### src/cpmg_regs.vh
// Offsets, field positions, reset values and mode codes of the privilege-mode guard.
// Assumes a 32-bit AXI4-Lite register bus decoding the low byte of the address.
`ifndef CPMG_REGS_VH
`define CPMG_REGS_VH

`define CPMG_AW 8

// Register byte offsets
`define CPMG_OFF_CSR 8'h00
`define CPMG_OFF_SEG_BASE 8'h04
`define CPMG_OFF_SEG_CTL 8'h08
`define CPMG_OFF_FEAT_TEMP 8'h0c
`define CPMG_OFF_FEAT_PERM 8'h10
`define CPMG_OFF_STATUS 8'h14
`define CPMG_OFF_PARTITION 8'h18
`define CPMG_OFF_FEAT_EN 8'h1c

// Reset values
`define CPMG_RST_SEG_BASE 32'h0000_0000
`define CPMG_RST_SEG_CTL 8'h00
`define CPMG_RST_TEMP 4'h0
`define CPMG_RST_PERM 6'h3f

// Mode codes as seen in the control/status register
`define CPMG_MODE_USER 2'h0
`define CPMG_MODE_SYS 2'h1
`define CPMG_MODE_FW 2'h2

// Write permission per register, one bit per mode: {firmware, system, user}
`define CPMG_WP_CSR 3'h6
`define CPMG_WP_SEG 3'h2
`define CPMG_WP_TEMP 3'h6
`define CPMG_WP_PERM 3'h4

// Field positions
`define CPMG_CSR_MODE_LSB 0
`define CPMG_STAT_DENIED 0
`define CPMG_STAT_LOCK 1
`define CPMG_PERM_LOCK 31

// Mode-changing call targets
`define CPMG_SYSTEM_CALL_VECTOR_ADDR 16'hff00
`define CPMG_FIRMWARE_CALL_VECTOR_ADDR 16'hff80
`define CPMG_USER_ENTRY_ADDR 16'hff40

`endif

### src/cpmg_top.v
// Privilege-mode guard: CPU mode tracking, mode-gated security registers
// and feature enables, behind an AXI4-Lite slave.
// Assumes CPU event inputs come from the core on aclk; attributes each bus
// write to the mode the CPU is in when the write is performed.
//
// How it works
// - segmentation registers writable in system mode only
// - security registers writable per-mode permission mask
// - system/firmware vector calls switch the mode
// - exception or interrupt entry enters system mode
// - return-from-interrupt restores the saved mode
// - extended call to entry address switches mode
// - permitted writes to mode bits switch mode
// - segment table lives in memory, unprotected here
// - partition layout is fixed, read only
// - features 0 to 3 can be temporarily disabled and re-enabled
// - permanent feature enables, locked by a write that sets bit 31
// - security registers and table base are software-managed
// - segment table base resets to zero
`include "cpmg_regs.vh"

module cpmg_top #(
    parameter [31:0] PARTITION_LAYOUT = 32'h0000_0000,
    parameter STACK_DEPTH = 4,
    parameter STACK_PW = 2
) (
    // Clock and reset
    input wire aclk,
    input wire aresetn,
    // AXI4-Lite write address
    input wire s_axi_awvalid,
    output reg s_axi_awready,
    input wire [`CPMG_AW-1:0] s_axi_awaddr,
    input wire [2:0] s_axi_awprot,
    // AXI4-Lite write data
    input wire s_axi_wvalid,
    output reg s_axi_wready,
    input wire [31:0] s_axi_wdata,
    input wire [3:0] s_axi_wstrb,
    // AXI4-Lite write response
    output reg s_axi_bvalid,
    input wire s_axi_bready,
    output reg [1:0] s_axi_bresp,
    // AXI4-Lite read address
    input wire s_axi_arvalid,
    output reg s_axi_arready,
    input wire [`CPMG_AW-1:0] s_axi_araddr,
    input wire [2:0] s_axi_arprot,
    // AXI4-Lite read data
    output reg s_axi_rvalid,
    input wire s_axi_rready,
    output reg [31:0] s_axi_rdata,
    output reg [1:0] s_axi_rresp,
    // CPU core events
    input wire cpu_exc_take,
    input wire cpu_reti,
    input wire cpu_call_valid,
    input wire cpu_call_ext,
    input wire [15:0] cpu_call_addr,
    // Protection state towards the core
    output wire [1:0] cpu_mode,
    output reg [31:0] seg_table_base,
    output reg [7:0] seg_ctl,
    output wire [5:0] feat_en
);
    localparam [1:0] RESP_OKAY = 2'h0;
    localparam [1:0] RESP_SLVERR = 2'h2;

    reg aw_held_r;
    reg w_held_r;
    reg [`CPMG_AW-1:0] aw_addr_r;
    reg [31:0] w_data_r;
    reg [3:0] w_strb_r;
    reg denied_r;
    reg [2:0] wp_mask;
    reg map_hit;
    reg [31:0] rd_word;
    reg rd_hit;
    reg csr_ok;
    reg [31:0] seg_base_nxt;

    wire [2:0] mode_oh;
    wire [3:0] temp_dis;
    wire [5:0] perm_en;
    wire perm_lock;
    wire do_wr = aw_held_r && w_held_r && !s_axi_bvalid;
    wire [31:0] byte_mask = {{8{w_strb_r[3]}}, {8{w_strb_r[2]}},
                             {8{w_strb_r[1]}}, {8{w_strb_r[0]}}};
    wire mode_allowed = |(wp_mask & mode_oh);
    wire [1:0] new_mode = w_data_r[`CPMG_CSR_MODE_LSB+1:`CPMG_CSR_MODE_LSB];
    wire wr_csr = do_wr && aw_addr_r == `CPMG_OFF_CSR && mode_allowed && csr_ok;
    wire wr_seg_base = do_wr && aw_addr_r == `CPMG_OFF_SEG_BASE && mode_allowed;
    wire wr_seg_ctl = do_wr && aw_addr_r == `CPMG_OFF_SEG_CTL && mode_allowed
                      && w_strb_r[0];
    wire wr_temp = do_wr && aw_addr_r == `CPMG_OFF_FEAT_TEMP && mode_allowed
                   && w_strb_r[0];
    wire wr_perm = do_wr && aw_addr_r == `CPMG_OFF_FEAT_PERM && mode_allowed
                   && w_strb_r[0];
    wire wr_status = do_wr && aw_addr_r == `CPMG_OFF_STATUS && w_strb_r[0];
    wire wr_refused = do_wr && map_hit && aw_addr_r != `CPMG_OFF_STATUS
                      && !(wr_csr || wr_seg_base || wr_seg_ctl || wr_temp || wr_perm);

    // Write permission mask of the addressed register
    always @*
    begin
        wp_mask = 3'h0;
        map_hit = 1'b1;
        case (aw_addr_r)
            `CPMG_OFF_CSR: wp_mask = `CPMG_WP_CSR;
            `CPMG_OFF_SEG_BASE: wp_mask = `CPMG_WP_SEG;
            `CPMG_OFF_SEG_CTL: wp_mask = `CPMG_WP_SEG;
            `CPMG_OFF_FEAT_TEMP: wp_mask = `CPMG_WP_TEMP;
            `CPMG_OFF_FEAT_PERM: wp_mask = `CPMG_WP_PERM;
            `CPMG_OFF_STATUS: wp_mask = 3'h7;
            `CPMG_OFF_PARTITION: wp_mask = 3'h0;
            `CPMG_OFF_FEAT_EN: wp_mask = 3'h0;
            default: map_hit = 1'b0;
        endcase
    end

    // Mode bits: system may step down or stay, firmware may pick any valid mode
    always @*
    begin
        csr_ok = 1'b0;
        if (w_strb_r[0])
        begin
            if (mode_oh[2])
                csr_ok = new_mode != 2'h3;
            else if (mode_oh[1])
                csr_ok = new_mode == `CPMG_MODE_USER || new_mode == `CPMG_MODE_SYS;
        end
    end

    always @*
    begin
        seg_base_nxt = (seg_table_base & ~byte_mask) | (w_data_r & byte_mask);
    end

    // Read decode; an unmapped address answers SLVERR with zero data
    always @*
    begin
        rd_word = 32'h0000_0000;
        rd_hit = 1'b1;
        case (s_axi_araddr)
            `CPMG_OFF_CSR: rd_word = {30'h0000_0000, cpu_mode};
            `CPMG_OFF_SEG_BASE: rd_word = seg_table_base;
            `CPMG_OFF_SEG_CTL: rd_word = {24'h00_0000, seg_ctl};
            `CPMG_OFF_FEAT_TEMP: rd_word = {28'h000_0000, temp_dis};
            `CPMG_OFF_FEAT_PERM: rd_word = {perm_lock, 25'h000_0000, perm_en};
            `CPMG_OFF_STATUS: rd_word = {30'h0000_0000, perm_lock, denied_r};
            `CPMG_OFF_PARTITION: rd_word = PARTITION_LAYOUT;
            `CPMG_OFF_FEAT_EN: rd_word = {26'h000_0000, feat_en};
            default: rd_hit = 1'b0;
        endcase
    end

    // Write channel: address and data are taken in either order, then answered
    always @(posedge aclk)
    begin
        if (!aresetn)
        begin
            s_axi_awready <= 1'b1;
            s_axi_wready <= 1'b1;
            s_axi_bvalid <= 1'b0;
            s_axi_bresp <= RESP_OKAY;
            aw_held_r <= 1'b0;
            w_held_r <= 1'b0;
            aw_addr_r <= {`CPMG_AW{1'b0}};
            w_data_r <= 32'h0000_0000;
            w_strb_r <= 4'h0;
        end
        else
        begin
            if (s_axi_awvalid && s_axi_awready)
            begin
                aw_held_r <= 1'b1;
                aw_addr_r <= s_axi_awaddr;
                s_axi_awready <= 1'b0;
            end
            if (s_axi_wvalid && s_axi_wready)
            begin
                w_held_r <= 1'b1;
                w_data_r <= s_axi_wdata;
                w_strb_r <= s_axi_wstrb;
                s_axi_wready <= 1'b0;
            end
            if (do_wr)
            begin
                aw_held_r <= 1'b0;
                w_held_r <= 1'b0;
                s_axi_bvalid <= 1'b1;
                // A refused write still answers OKAY; only a hole in the map errs
                s_axi_bresp <= map_hit ? RESP_OKAY : RESP_SLVERR;
            end
            if (s_axi_bvalid && s_axi_bready)
            begin
                s_axi_bvalid <= 1'b0;
                s_axi_awready <= 1'b1;
                s_axi_wready <= 1'b1;
            end
        end
    end

    // Read channel: data is returned the cycle after the address is taken
    always @(posedge aclk)
    begin
        if (!aresetn)
        begin
            s_axi_arready <= 1'b1;
            s_axi_rvalid <= 1'b0;
            s_axi_rdata <= 32'h0000_0000;
            s_axi_rresp <= RESP_OKAY;
        end
        else
        begin
            if (s_axi_arvalid && s_axi_arready)
            begin
                s_axi_arready <= 1'b0;
                s_axi_rvalid <= 1'b1;
                s_axi_rdata <= rd_word;
                s_axi_rresp <= rd_hit ? RESP_OKAY : RESP_SLVERR;
            end
            if (s_axi_rvalid && s_axi_rready)
            begin
                s_axi_rvalid <= 1'b0;
                s_axi_arready <= 1'b1;
            end
        end
    end

    // Segmentation registers; the table entries themselves sit in plain
    // memory, so this block guards only the table base and control
    always @(posedge aclk)
    begin
        if (!aresetn)
        begin
            seg_table_base <= `CPMG_RST_SEG_BASE;
            seg_ctl <= `CPMG_RST_SEG_CTL;
        end
        else
        begin
            if (wr_seg_base)
                seg_table_base <= seg_base_nxt;
            if (wr_seg_ctl)
                seg_ctl <= w_data_r[7:0];
        end
    end

    // Sticky record of a refused write; a new refusal beats the clear
    always @(posedge aclk)
    begin
        if (!aresetn)
            denied_r <= 1'b0;
        else if (wr_refused)
            denied_r <= 1'b1;
        else if (wr_status && w_data_r[`CPMG_STAT_DENIED])
            denied_r <= 1'b0;
    end

    cpmg_mode_ctl #(
        .DEPTH(STACK_DEPTH),
        .PW(STACK_PW)
    ) u_mode (
        .aclk(aclk),
        .aresetn(aresetn),
        .exc_take(cpu_exc_take),
        .reti(cpu_reti),
        .call_valid(cpu_call_valid),
        .call_ext(cpu_call_ext),
        .call_addr(cpu_call_addr),
        .csr_wr(wr_csr),
        .csr_mode(new_mode),
        .mode_oh(mode_oh),
        .mode_code(cpu_mode)
    );

    cpmg_feature u_feat (
        .aclk(aclk),
        .aresetn(aresetn),
        .wr_temp(wr_temp),
        .wr_perm(wr_perm),
        .wdata(w_data_r),
        .temp_dis(temp_dis),
        .perm_en(perm_en),
        .perm_lock(perm_lock),
        .feat_en(feat_en)
    );
endmodule

### src/cpmg_mode_ctl.v
// Current CPU mode with a small stack of modes saved across exception entry.
// Assumes event inputs are single-cycle pulses from the CPU core on aclk.
`include "cpmg_regs.vh"

module cpmg_mode_ctl #(
    parameter DEPTH = 4,
    parameter PW = 2
) (
    // Clock and reset
    input wire aclk,
    input wire aresetn,
    // Mode events
    input wire exc_take,
    input wire reti,
    input wire call_valid,
    input wire call_ext,
    input wire [15:0] call_addr,
    input wire csr_wr,
    input wire [1:0] csr_mode,
    // Mode state
    output reg [2:0] mode_oh,
    output reg [1:0] mode_code
);
    localparam [2:0] ST_USER = 3'b001;
    localparam [2:0] ST_SYS = 3'b010;
    localparam [2:0] ST_FW = 3'b100;
    localparam [PW:0] DEPTH_C = DEPTH[PW:0];

    reg [2:0] stk [0:DEPTH-1];
    reg [PW:0] sp_r;
    reg [2:0] state_nxt;
    wire [PW:0] sp_m1 = sp_r - 1'b1;

    function [1:0] code_of;
        input [2:0] st;
        begin
            case (st)
                ST_USER: code_of = `CPMG_MODE_USER;
                ST_FW: code_of = `CPMG_MODE_FW;
                default: code_of = `CPMG_MODE_SYS;
            endcase
        end
    endfunction

    // Exception entry outranks return, call and register write in the same cycle
    always @*
    begin
        state_nxt = mode_oh;
        if (exc_take)
            state_nxt = ST_SYS;
        else if (reti)
            state_nxt = (sp_r != {(PW+1){1'b0}}) ? stk[sp_m1[PW-1:0]] : ST_SYS;
        else if (call_valid && call_addr == `CPMG_SYSTEM_CALL_VECTOR_ADDR)
            state_nxt = ST_SYS;
        else if (call_valid && call_addr == `CPMG_FIRMWARE_CALL_VECTOR_ADDR)
            state_nxt = ST_FW;
        else if (call_valid && call_ext && call_addr == `CPMG_USER_ENTRY_ADDR)
            state_nxt = ST_USER;
        else if (csr_wr)
        begin
            case (csr_mode)
                `CPMG_MODE_USER: state_nxt = ST_USER;
                `CPMG_MODE_FW: state_nxt = ST_FW;
                default: state_nxt = ST_SYS;
            endcase
        end
    end

    always @(posedge aclk)
    begin
        if (!aresetn)
        begin
            mode_oh <= ST_SYS;
            mode_code <= `CPMG_MODE_SYS;
            sp_r <= {(PW+1){1'b0}};
        end
        else
        begin
            mode_oh <= state_nxt;
            mode_code <= code_of(state_nxt);
            // A nesting deeper than the stack loses the innermost return mode
            if (exc_take && sp_r < DEPTH_C)
            begin
                stk[sp_r[PW-1:0]] <= mode_oh;
                sp_r <= sp_r + 1'b1;
            end
            else if (!exc_take && reti && sp_r != {(PW+1){1'b0}})
                sp_r <= sp_m1;
        end
    end
endmodule

### src/cpmg_feature.v
// Temporary and permanent feature enables for memory-size limits and coprocessors.
// Assumes write strobes arrive already checked for mode permission.
`include "cpmg_regs.vh"

module cpmg_feature (
    // Clock and reset
    input wire aclk,
    input wire aresetn,
    // Write strobes and data
    input wire wr_temp,
    input wire wr_perm,
    input wire [31:0] wdata,
    // State
    output reg [3:0] temp_dis,
    output reg [5:0] perm_en,
    output reg perm_lock,
    output reg [5:0] feat_en
);
    // Bits: 0 nvm size limit, 1 coprocessor_ram size limit, 2 block cipher,
    // 3 public key, 4 contactless software, 5 its nvm allocation.
    always @(posedge aclk)
    begin
        if (!aresetn)
        begin
            temp_dis <= `CPMG_RST_TEMP;
            perm_en <= `CPMG_RST_PERM;
            perm_lock <= 1'b0;
            feat_en <= `CPMG_RST_PERM;
        end
        else
        begin
            if (wr_temp)
                temp_dis <= wdata[3:0];
            // One-shot: once locked only a reset reopens it
            if (wr_perm && !perm_lock)
            begin
                perm_en <= wdata[5:0];
                perm_lock <= wdata[`CPMG_PERM_LOCK];
            end
            feat_en <= perm_en & ~{2'b00, temp_dis};
        end
    end
endmodule

### config.mk
export PLATFORM = sky130hd
export DESIGN_NAME = cpmg_top
export DESIGN_NICKNAME = d
export VERILOG_FILES = /design/src/cpmg_top.v /design/src/cpmg_mode_ctl.v /design/src/cpmg_feature.v
export VERILOG_INCLUDE_DIRS = /design/src
export SDC_FILE = /design/constraint.sdc
export NUM_CORES = 1
export LEC_CHECK = 0
export BUFFER_PORTS_ARGS = -buffer_cell sky130_fd_sc_hd__buf_2
export CAP_MARGIN = 15
export CORE_ASPECT_RATIO = 1.4
export CORE_MARGIN = 4
export CORE_UTILIZATION = 52
export DETAILED_ROUTE_END_ITERATION = 8
export MAX_ROUTING_LAYER = met4
export PLACE_DENSITY = 0.87
export SETUP_SLACK_MARGIN = 0.15
export SLEW_MARGIN = 15
export SYNTH_ARGS = -nofsm -noshare
export SYNTH_HDL_FRONTEND = slang
export SYNTH_SLANG_ARGS = --single-unit
### constraint.sdc
create_clock -name aclk -period 3 [get_ports aclk]
set_input_delay 0.45 -clock aclk [delete_from_list [all_inputs] [get_ports aclk]]
set_output_delay 0.45 -clock aclk [all_outputs]
set_load 0.03 [all_outputs]
==> qor.csv, run 1 <==
stage;metric;value;unit
outcome;status;completed;
routing;DR WL/cell;15.8;um
cells_and_area;commonest non-fill, non-tap cell in the layout;buf_2;
global_route;antenna violations before repair;0;
routing;final wirelength;16.7;mm
pwr;Pwr Density;605;mW/mm^2
routing;Post-DRT Antenna Nets;0;
synthesis;yosys warns;0;
pwr;static leakage;0.00332;uW
clocking;Clk pin slew, worst setup/hold paths;0.07;ns
synthesis;synthesized cell area;0.00655;mm^2
sta;unrepaired setup endpoints after global routing;no;
pwr;sequential power share;47.6;%
synthesis;FF+latch count, synth;163;
critical_path;CP peak stage delay;0.42;ns
cells_and_area;fillers;975;
sta;setup violators final;0;
place;Buffers on Ports;165;
place;DP HPWL;11.7;mm
die;Core ar.;0.0123;mm^2
routing;DRC;0;
sta;final clock skew;0.0100;ns
critical_path;Critical Path RT;3.30;ns
sta;final hold vios;0;
critical_path;crit path kind;flop to flop;
cells_and_area;share of layout cells above drive strength 1;25.2;%
sta;final setup margin;0.498;ns
sta;Slew @ Worst Pin;0.854;ns
die;number of I/O pins;174;
routing;DR vias;5871;
cells_and_area;final core utilization;65.1;%
critical_path;Worst setup SP type;flop;
pwr;Comb pwr share;9.2;%
routing;Pre-Repair DR Iteration Count;5;
synthesis;Top FF cell, synth;dfxtp_1;
cells_and_area;most frequent cells in the layout;165 x buf_2, 151 x dfxtp_1, 136 x nand2_1;
job;MaxCap Viol Count;0;
global_route;vias in the first global route;5559;
clocking;CTS Sinks;163;
pwr;sw frac;25.8;%
die;Die Y;141;um
critical_path;reg2reg setup slack;0.50;ns
global_route;largest net degree at the start of global routing;86;
critical_path;Worst setup EP type;flop;
cells_and_area;nets;980;
sta;fin crit share;83.4;%
global_route;grt ovf;0;
pwr;clock share of power;43.2;%
worst_hold_path;hold crit path type;input port to flop;
critical_path;worst path arrival time;2.80;ns
global_route;first-pass GRT wire length;27.3;mm
pwr;total power;4850;uW
sta;total negative slack;0;ns
synthesis;Post-synth EDFFs;12;
clocking;# hold bufs at CTS;0;
global_route;Total GRT Usage;24.2;%
clocking;H-tree Lvls;4;
clocking;CTS Root Cell;clkbuf_16;
sta;worst rel slew slack;43.0;%
pwr;Internal;3600;uW
critical_path;crit path max fanout;6;
die;row cnt;48;
die;die area;0.0145;mm^2
die;initial core utilization;53.2;%
place;global placement routability congestion;0.890;
synthesis;Seq/Total Area, Yosys;51.7;%
synthesis;post-synth cell types;56;
cells_and_area;ANT cells;0;
clocking;CTS Buf Count;17;
pwr;P_sw;1250;uW
synthesis;Syn Inst Count;746;
clocking;TritonCTS clock tree;built;
cells_and_area;Layout area overhead;22.4;%
critical_path;slowest CP cell;ha_1;
sta;fin. max-slew vios;0;
routing;drt via density;5.58;
sta;min cycle time layout;2.50;ns
critical_path;worst-path cell chain;buf_4 > inv_1 > ha_1 > mux4_2 > and2_1 > a221o_1 > o22ai_1 > nor4b_1;
place;pre-CTS setup slack;0.451;ns
clocking;post-cts resize count;0;
synthesis;FFs w/ async S/R, synth;0;%
clocking;setup repair bufs after CTS;0;
pwr;Peak VDD IR;0.000385;V
clocking;clk_lat worst skew;0.42;ns
synthesis;mean cell area of the mapped netlist;8.78;um^2
clocking;Max clock buf depth;2;
routing;Initial DRC Count;300;
sta;FMAX;400;MHz
die;Die Width;103;um
==> cells by family (layout without fill, tap and decap cells) <==
group                    count (synthesis)  in the layout  share of synthesized area (%)
AO/OA/AOI/OAI                          167            167                           15.5
XOR/XNOR                                 1              1                          0.134
adder cells (fa/ha/maj)                  5              5                          0.955
buffers and inverters                   72            228                           4.74
flip-flops                             163            163                           51.7
multiplexers                            29             29                           5.29
other                                    1              2                         0.0573
AND/OR/NAND/NOR                        308            308                           21.7
==> worst paths after layout <==
kind / endpoint / from / depth (start not counted)
worst max-delay path: u_mode.mode_code[1]$_SDFF_PN0_ / u_mode.sp_r[0]$_SDFFE_PN0P_ / 8
worst min-delay path: s_axi_wready$_SDFFE_PP1P_ / s_axi_wvalid / 2
worst max register to register: u_mode.mode_code[1]$_SDFF_PN0_ / u_mode.sp_r[0]$_SDFFE_PN0P_ / 8
worst min register to register: w_data_r[10]$_SDFFE_PN0P_ / w_data_r[10]$_SDFFE_PN0P_ / 2
==> power groups by stage <==
| stage | Combinational (uW) | Sequential [uW] | Clock (uW) |
|---|---|---|---|
| finish | 446 | 2310 | 2090 |
| global route | 498 | 2320 | 2230 |
| CTS | 446 | 2310 | 2120 |
| detailed placement | 437 | 2360 | 0 |
| global placement | 427 | 2350 | 0 |
| floorplan | 296 | 2350 | 0 |
==> routing by layer <==
layer	track usage, %	share of wire [%]	up-vias
met5	-	0	-
met4	7.98	2.7	0
met3	5.35	7.2	35
met2	39.2	51	207
met1	29.7	39	2728
li1	-	-	2901
==> per-stage QoR <==
step | hold WS [ns] | cells | cell area [um^2]
5_1_grt | 0.258 | 1053 | 8020
4_1_cts | 0.235 | 1053 | 8020
3_5_place_dp | 0.447 | 1021 | 7450
6_report | 0.244 | 1053 | 8020
3_3_place_gp | 0.430 | 1021 | 7450
2_1_floorplan | 0.415 | 747 | 6550
==> worst max-delay path, delay by kind of cell (launching register included) <==
kind | cells | cell delay (ns)
AO/OA/AOI/OAI | 2 | 0.54
adder cells (fa/ha/maj) | 1 | 0.42
buffers and inverters | 2 | 0.25
flip-flops | 1 | 0.32
multiplexers | 1 | 0.35
AND/OR/NAND/NOR | 2 | 0.51
==> Yosys cell counts, types with 4 or more instances <==
cell / number / area (um^2)
inv_1: 19 / 71.3
mux2_2: 5 / 56.3
edfxtp_1: 12 / 360
and3_1: 5 / 31.3
a21oi_1: 88 / 440
nand3_1: 49 / 245
nor2_1: 69 / 259
nand4_1: 4 / 25.0
nor3_1: 5 / 25.0
clkbuf_1: 42 / 158
a22oi_1: 38 / 285
nor2b_1: 5 / 31.3
a221oi_1: 5 / 43.8
nand2b_1: 5 / 31.3
ha_1: 5 / 62.6
dfxtp_1: 151 / 3020
mux2i_1: 20 / 200
nor4_1: 6 / 37.5
o21ai_0: 13 / 65.1
mux4_2: 4 / 90.1
buf_6: 4 / 45.0
nand2_1: 136 / 510
==> cell type report <==
type	count	area, um^2	share of cell area (%)
flip-flops and latches	163	3380	42.2
multi-input cells	512	2870	35.7
repair buffers	176	933	11.6
clock buffers	17	425	5.31
well taps	150	188	2.34
clock inverters	15	146	1.83
inverters	20	77.6	0.967
(Power assumes the default switching activity.)
==> run 2, diff against run 1 <==
--- a/config.mk
+++ b/config.mk
@@ -10,10 +10,10 @@
 export CAP_MARGIN = 15
 export CORE_ASPECT_RATIO = 1.4
 export CORE_MARGIN = 4
-export CORE_UTILIZATION = 52
+export CORE_UTILIZATION = 47
 export DETAILED_ROUTE_END_ITERATION = 8
 export MAX_ROUTING_LAYER = met4
-export PLACE_DENSITY = 0.87
+export PLACE_DENSITY = 0.83
 export SETUP_SLACK_MARGIN = 0.15
 export SLEW_MARGIN = 15
 export SYNTH_ARGS = -nofsm -noshare
==> constraint.sdc (replaced) <==
create_clock -name aclk -period 2.25 [get_ports aclk]
set_input_delay 0.3375 -clock aclk [delete_from_list [all_inputs] [get_ports aclk]]
set_output_delay 0.3375 -clock aclk [all_outputs]
set_load 0.03 [all_outputs]
==> qor.csv, run 2 (synthesized netlist as in run 1, its figures left out) <==
stage;metric;value;unit;change
die;Die Width;108;um;+4.8%
cells_and_area;most frequent cells in the layout;165 x buf_2, 146 x dfxtp_1, 132 x nand2_1;;
critical_path;worst-path cell chain;or3_1 > or4_4 > buf_6 > nor4_4 > buf_12 > mux2i_1 > nor2_1;;
global_route;vias in the first global route;5923;;+6.5%
sta;unrepaired setup endpoints after global routing;yes;;
sta;total negative slack;0;ns;unchanged
worst_hold_path;hold crit path type;input port to flop;;
routing;DRC;0;;unchanged
critical_path;reg2reg setup slack;0.09;ns;-0.41 ns
pwr;Pwr Density;789;mW/mm^2;+30%
place;global placement routability congestion;0.838;;-5.9%
clocking;Max clock buf depth;2;;unchanged
place;Post-DP Area;0.00769;mm^2;+3.3%
routing;DR vias;6051;;+3.1%
die;die area;0.0159;mm^2;+9.9%
routing;Pre-Repair DR Iteration Count;5;;unchanged
routing;final wirelength;17.9;mm;+7.2%
global_route;largest net degree at the start of global routing;58;;-33%
pwr;total power;6690;uW;+38%
global_route;Total GRT Usage;23.2;%;-0.92 points
clocking;TritonCTS clock tree;built;;
routing;drt via density;5.45;;-2.3%
clocking;Clk pin slew, worst setup/hold paths;0.06;ns;about the same
clocking;clk_lat worst skew;0.42;ns;about the same
place;Buffers on Ports;165;;unchanged
sta;fin. max-slew vios;0;;unchanged
global_route;first-pass GRT wire length;29.0;mm;+5.9%
die;row cnt;50;;+4.2%
pwr;Peak VDD IR;0.000496;V;+29%
sta;Slew @ Worst Pin;0.924;ns;+0.0693 ns
sta;FMAX;463;MHz;+16%
cells_and_area;fillers;1135;;+16%
critical_path;crit path max fanout;8;;+2
outcome;status;completed;;
cells_and_area;Layout area overhead;29.5;%;
place;DP HPWL;12.5;mm;+6.6%
critical_path;crit path kind;flop to flop;;
sta;min cycle time layout;2.16;ns;-0.342 ns
routing;Initial DRC Count;318;;+6.0%
clocking;CTS Buf Count;17;;unchanged
sta;final clock skew;0.00996;ns;-0.0000674 ns
global_route;grt ovf;0;;unchanged
routing;Post-DRT Antenna Nets;0;;unchanged
sta;fin crit share;96.0;%;+13 points
clocking;CTS Sinks;163;;unchanged
die;number of I/O pins;174;;unchanged
critical_path;CP peak stage delay;0.56;ns;+0.14 ns
clocking;CTS Root Cell;clkbuf_16;;
critical_path;slowest CP cell;or4_4;;
clocking;# hold bufs at CTS;0;;unchanged
die;Die Y;148;um;+4.9%
pwr;static leakage;0.00349;uW;+5.1%
cells_and_area;commonest non-fill, non-tap cell in the layout;buf_2;;
clocking;H-tree Lvls;4;;unchanged
cells_and_area;nets;1004;;+2.4%
critical_path;Worst setup SP type;flop;;
critical_path;Worst setup EP type;flop;;
sta;worst rel slew slack;37.9;%;-5.2 points
job;MaxCap Viol Count;0;;unchanged
cells_and_area;share of layout cells above drive strength 1;30.0;%;+4.7 points
cells_and_area;final core utilization;62.8;%;-2.4 points
routing;DR WL/cell;16.1;um;+1.6%
global_route;antenna violations before repair;2;;+2
critical_path;Critical Path RT;2.56;ns;-0.74 ns
critical_path;worst path arrival time;2.47;ns;-0.33 ns
die;Core ar.;0.0135;mm^2;+9.8%
sta;setup violators final;0;;unchanged
die;initial core utilization;48.5;%;-4.7 points
sta;final hold vios;0;;unchanged
cells_and_area;Finished Cell Area;0.00848;mm^2;+5.8%
run 2: path summary, 6_finish.rpt:
check / to / cells past startpoint / from
min reg2reg: u_feat.feat_en[5]$_SDFF_PN1_ / 2 / u_feat.perm_en[5]$_SDFFE_PN1P_
min: s_axi_wready$_SDFFE_PP1P_ / 2 / s_axi_wvalid
max: seg_ctl[4]$_SDFFE_PN0P_ / 7 / aw_addr_r[5]$_SDFFE_PN0P_
max reg2reg: seg_ctl[4]$_SDFFE_PN0P_ / 7 / aw_addr_r[5]$_SDFFE_PN0P_
run 2: layout make-up:
| cell class | instances | area [um^2] | share of cell area, % |
|---|---|---|---|
| flip-flops and latches | 163 | 3390 | 40.0 |
| multi-input cells | 512 | 3030 | 35.7 |
| repair buffers | 200 | 1150 | 13.6 |
| clock buffers | 18 | 450 | 5.31 |
| well taps | 182 | 228 | 2.68 |
| clock inverters | 14 | 149 | 1.76 |
| inverters | 20 | 77.6 | 0.915 |
| diodes | 2 | 5.00 | 0.0590 |
run 2: where the power goes:
part	internal (uW)	switching (uW)
Combinational	281	396
Sequential	3010	73.5
Clock	1710	1220
Total	5000	1690
run 2: timing repair:
action,4_1_cts,5_1_grt
pin swaps,3,11
setup endpoints to repair,54,54
resized for setup,19,14
setup buffers,4,1
run 2: routing by layer:
| layer | global-route usage, % | part of all wire [%] |
|---|---|---|
| met4 | 8.84 | 2.5 |
| met1 | 26.2 | 39 |
| met3 | 5.16 | 6.8 |
| met5 | - | 0 |
| met2 | 39.9 | 52 |
run 2: critical path: cells and delay by family, from the launching register on:
kind                   cells  cell delay (ns)
buffers and inverters      2             0.34
flip-flops                 1             0.32
multiplexers               1             0.20
AND/OR/NAND/NOR            4             1.18
run 2: metrics by stage:
stage | hold WS [ns] | instances | setup slack [ns]
3_5_place_dp | 0.435 | 1072 | -0.0894
2_1_floorplan | 0.415 | 747 | 0.0948
4_1_cts | 0.128 | 1108 | 0.0984
6_report | 0.140 | 1111 | 0.0902
5_1_grt | 0.139 | 1111 | 0.00838
3_3_place_gp | 0.427 | 1072 | -0.0446
==> run 3, diff against run 2 <==
--- a/config.mk
+++ b/config.mk
@@ -6,16 +6,18 @@
 export SDC_FILE = /design/constraint.sdc
 export NUM_CORES = 1
 export LEC_CHECK = 0
+export ABC_AREA = 1
 export BUFFER_PORTS_ARGS = -buffer_cell sky130_fd_sc_hd__buf_2
 export CAP_MARGIN = 15
 export CORE_ASPECT_RATIO = 1.4
 export CORE_MARGIN = 4
-export CORE_UTILIZATION = 47
+export CORE_UTILIZATION = 48
 export DETAILED_ROUTE_END_ITERATION = 8
 export MAX_ROUTING_LAYER = met4
-export PLACE_DENSITY = 0.83
+export PLACE_DENSITY = 0.84
 export SETUP_SLACK_MARGIN = 0.15
 export SLEW_MARGIN = 15
 export SYNTH_ARGS = -nofsm -noshare
 export SYNTH_HDL_FRONTEND = slang
+export SYNTH_HIERARCHICAL = 1
 export SYNTH_SLANG_ARGS = --single-unit
==> qor.csv, run 3 <==
stage;metric;value;unit;change
outcome;status;completed;;
global_route;Total GRT Usage;22.7;%;-0.60 points
sta;worst hold slack;0.156;ns;+0.0159 ns
die;number of I/O pins;174;;unchanged
synthesis;post-synth cell types;41;;-27%
place;global placement routability congestion;0.862;;+2.9%
synthesis;FFs w/ async S/R, synth;0;%;unchanged
cells_and_area;Finished Cell Area;0.00820;mm^2;-3.3%
place;Buffers on Ports;165;;unchanged
place;Post-DP Area;0.00759;mm^2;-1.3%
cells_and_area;sequential cell area;0.00338;mm^2;-0.26%
global_route;antenna violations before repair;2;;unchanged
clocking;H-tree Lvls;4;;unchanged
clocking;# hold bufs at CTS;0;;unchanged
cells_and_area;Multi-input gate area;0.00283;mm^2;-6.5%
synthesis;top-area cell type share of the netlist area;45.4;%;-0.77 points
routing;DRC;0;;unchanged
clocking;clk_lat worst skew;0.43;ns;about the same
sta;worst rel slew slack;65.0;%;+27 points
die;Core ar.;0.0135;mm^2;unchanged
cells_and_area;Layout area overhead;23.2;%;
sta;setup violators final;0;;unchanged
routing;DR WL/cell;14.2;um;-12%
critical_path;crit path max fanout;5;;-3
synthesis;Post-synth EDFFs;12;;unchanged
synthesis;Syn Inst Count;866;;+16%
routing;Post-DRT Antenna Nets;0;;unchanged
synthesis;synthesized cell area;0.00666;mm^2;+1.7%
die;die area;0.0159;mm^2;-0.39%
synthesis;count leader, synth;nand2_1;;
cells_and_area;most frequent cells in the layout;165 x buf_2, 152 x nand2_1, 151 x dfxtp_1;;
sta;final clock skew;0.0189;ns;+0.00891 ns
global_route;grt ovf;0;;unchanged
sta;unrepaired setup endpoints after global routing;no;;
die;Die Width;108;um;-0.19%
global_route;first-pass GRT wire length;28.2;mm;-2.7%
clocking;CTS Root Cell;clkbuf_16;;
synthesis;Yosys top cell by area;dfxtp_1;;
die;Die Y;147;um;-0.20%
clocking;Clk pin slew, worst setup/hold paths;0.07;ns;about the same
routing;Pre-Repair DR Iteration Count;5;;unchanged
sta;Slew @ Worst Pin;0.521;ns;-0.402 ns
sta;final setup margin;0.365;ns;+0.275 ns
sta;final hold vios;0;;unchanged
global_route;vias in the first global route;5975;;+0.88%
clocking;TritonCTS clock tree;built;;
critical_path;crit path kind;flop to flop;;
worst_hold_path;Hold Startpoint;s_axi_wdata[14];;
routing;DR vias;6288;;+3.9%
synthesis;most frequent cells after synthesis;152 x nand2_1, 151 x dfxtp_1, 132 x nor2_1;;
critical_path;Worst setup SP type;flop;;
critical_path;Crit. Startpoint;aw_addr_r[7]$_SDFFE_PN0P_;;
die;initial core utilization;49.3;%;+0.82 points
place;pre-CTS setup slack;0.297;ns;+0.387 ns
sta;min cycle time layout;1.88;ns;-0.275 ns
clocking;setup repair bufs after CTS;0;;-4
routing;drt via density;5.15;;-5.4%
critical_path;worst path arrival time;2.20;ns;-0.27 ns
synthesis;top cells by area, synth;dfxtp_1 45%, nand2_1 8.6%, o21ai_0 8.0%;;
clocking;CTS Sinks;163;;unchanged
critical_path;Worst setup EP type;flop;;
place;DP HPWL;12.6;mm;+0.47%
cells_and_area;commonest non-fill, non-tap cell in the layout;buf_2;;
global_route;largest net degree at the start of global routing;94;;+62%
cells_and_area;share of layout cells above drive strength 1;23.6;%;-6.4 points
routing;Initial DRC Count;309;;-2.8%
clocking;CTS Buf Count;17;;unchanged
synthesis;yosys warns;6;;+6
critical_path;Crit Reg-Reg Startpoint;aw_addr_r[7]$_SDFFE_PN0P_;;
routing;final wirelength;17.3;mm;-3.1%
pwr;Peak VDD IR;0.000595;V;+20%
sta;total negative slack;0;ns;unchanged
critical_path;Critical Path RT;2.57;ns;about the same
die;row cnt;50;;unchanged
sta;FMAX;531;MHz;+15%
synthesis;Top FF cell, synth;dfxtp_1;;
sta;fin crit share;83.8;%;-12 points
pwr;Pwr Density;837;mW/mm^2;+6.2%
worst_hold_path;hold crit path type;input port to flop;;
synthesis;Seq/Total Area, Yosys;50.8;%;-0.86 points
synthesis;FF+latch count, synth;163;;unchanged
synthesis;mean cell area of the mapped netlist;7.69;um^2;-12%
cells_and_area;fillers;1211;;+6.7%
job;MaxCap Viol Count;0;;unchanged
sta;fin. max-slew vios;0;;unchanged
pwr;static leakage;0.00364;uW;+4.4%
cells_and_area;nets;1114;;+11%
clocking;Max clock buf depth;2;;unchanged
run 3: logic make-up (layout without fill, tap and decap cells):
kind of cell	after synthesis	after routing	share of synthesized area [%]
simple gates	378	378	24.4
flops	163	163	50.8
fa+ha+maj	5	5	0.939
compound gates	218	218	16.8
buf+inv	101	271	7.04
other cells	1	4	0.0563
run 3: repair_timing:
item / in CTS / in global routing
resized for setup: 0 / 4
endpoints found under the setup margin: 0 / 3
endpoints found under the hold margin: 0 / 0
run 3: power breakdown:
part	internal [uW]	switching, uW
registers	3080	120
logic	303	572
clock network	1480	1310
total	4860	2010
run 3: through the flow:
step,std cells,util (%),power [uW]
finish,1221,60.7,6870
detailed placement,1187,56.2,4120
global route,1221,60.7,7170
floorplan,867,-,3840
global placement,1187,56.2,4090
CTS,1219,60.5,6910
run 3: final timing paths:
path	end	slack (ns)	depth (start not counted)
worst max register to register	u_mode/mode_code[0]$_SDFF_PN1_	0.37	16
worst max-delay path	u_mode/mode_code[0]$_SDFF_PN1_	0.37	16
worst min register to register	seg_ctl[4]$_SDFFE_PN0P_	0.46	2
worst min-delay path	w_data_r[14]$_SDFFE_PN0P_	0.16	3
run 3: worst max-delay path: stages (launching register included):
cell      delay [ns]
dfxtp_1         0.32
inv_2           0.08
nand2_4         0.07
nor2_4          0.14
o21ai_0         0.09
nor3_1          0.18
buf_4           0.16
inv_1           0.05
nand2_1         0.04
o21ai_0         0.08
o21bai_1        0.17
nand2_1         0.06
nand2_1         0.06
nand2_2         0.08
nand3_2         0.09
nand2_1         0.07
nand2_1         0.05
run 3: routing by layer:
metal / GRT usage, % / share of wire, % / routed length, um / vias to the layer above
met2: 37.1 / 50 / 8660 / 200
met1: 25.9 / 40 / 6900 / 2867
li1: - / - / - / 3180
met5: - / 0 / 0 / -
met3: 4.81 / 6.2 / 1070 / 41
met4: 11.8 / 4.1 / 716 / 0
run 3: area by class of cell:
cell class | instances | share of cell area (%)
inverter | 61 | 2.88
clock buffer | 17 | 5.19
sequential | 163 | 41.2
clock inverter | 15 | 1.97
tap | 182 | 2.78
multi-input combinational | 603 | 34.5
antenna | 2 | 0.0610
timing repair buffer | 178 | 11.4
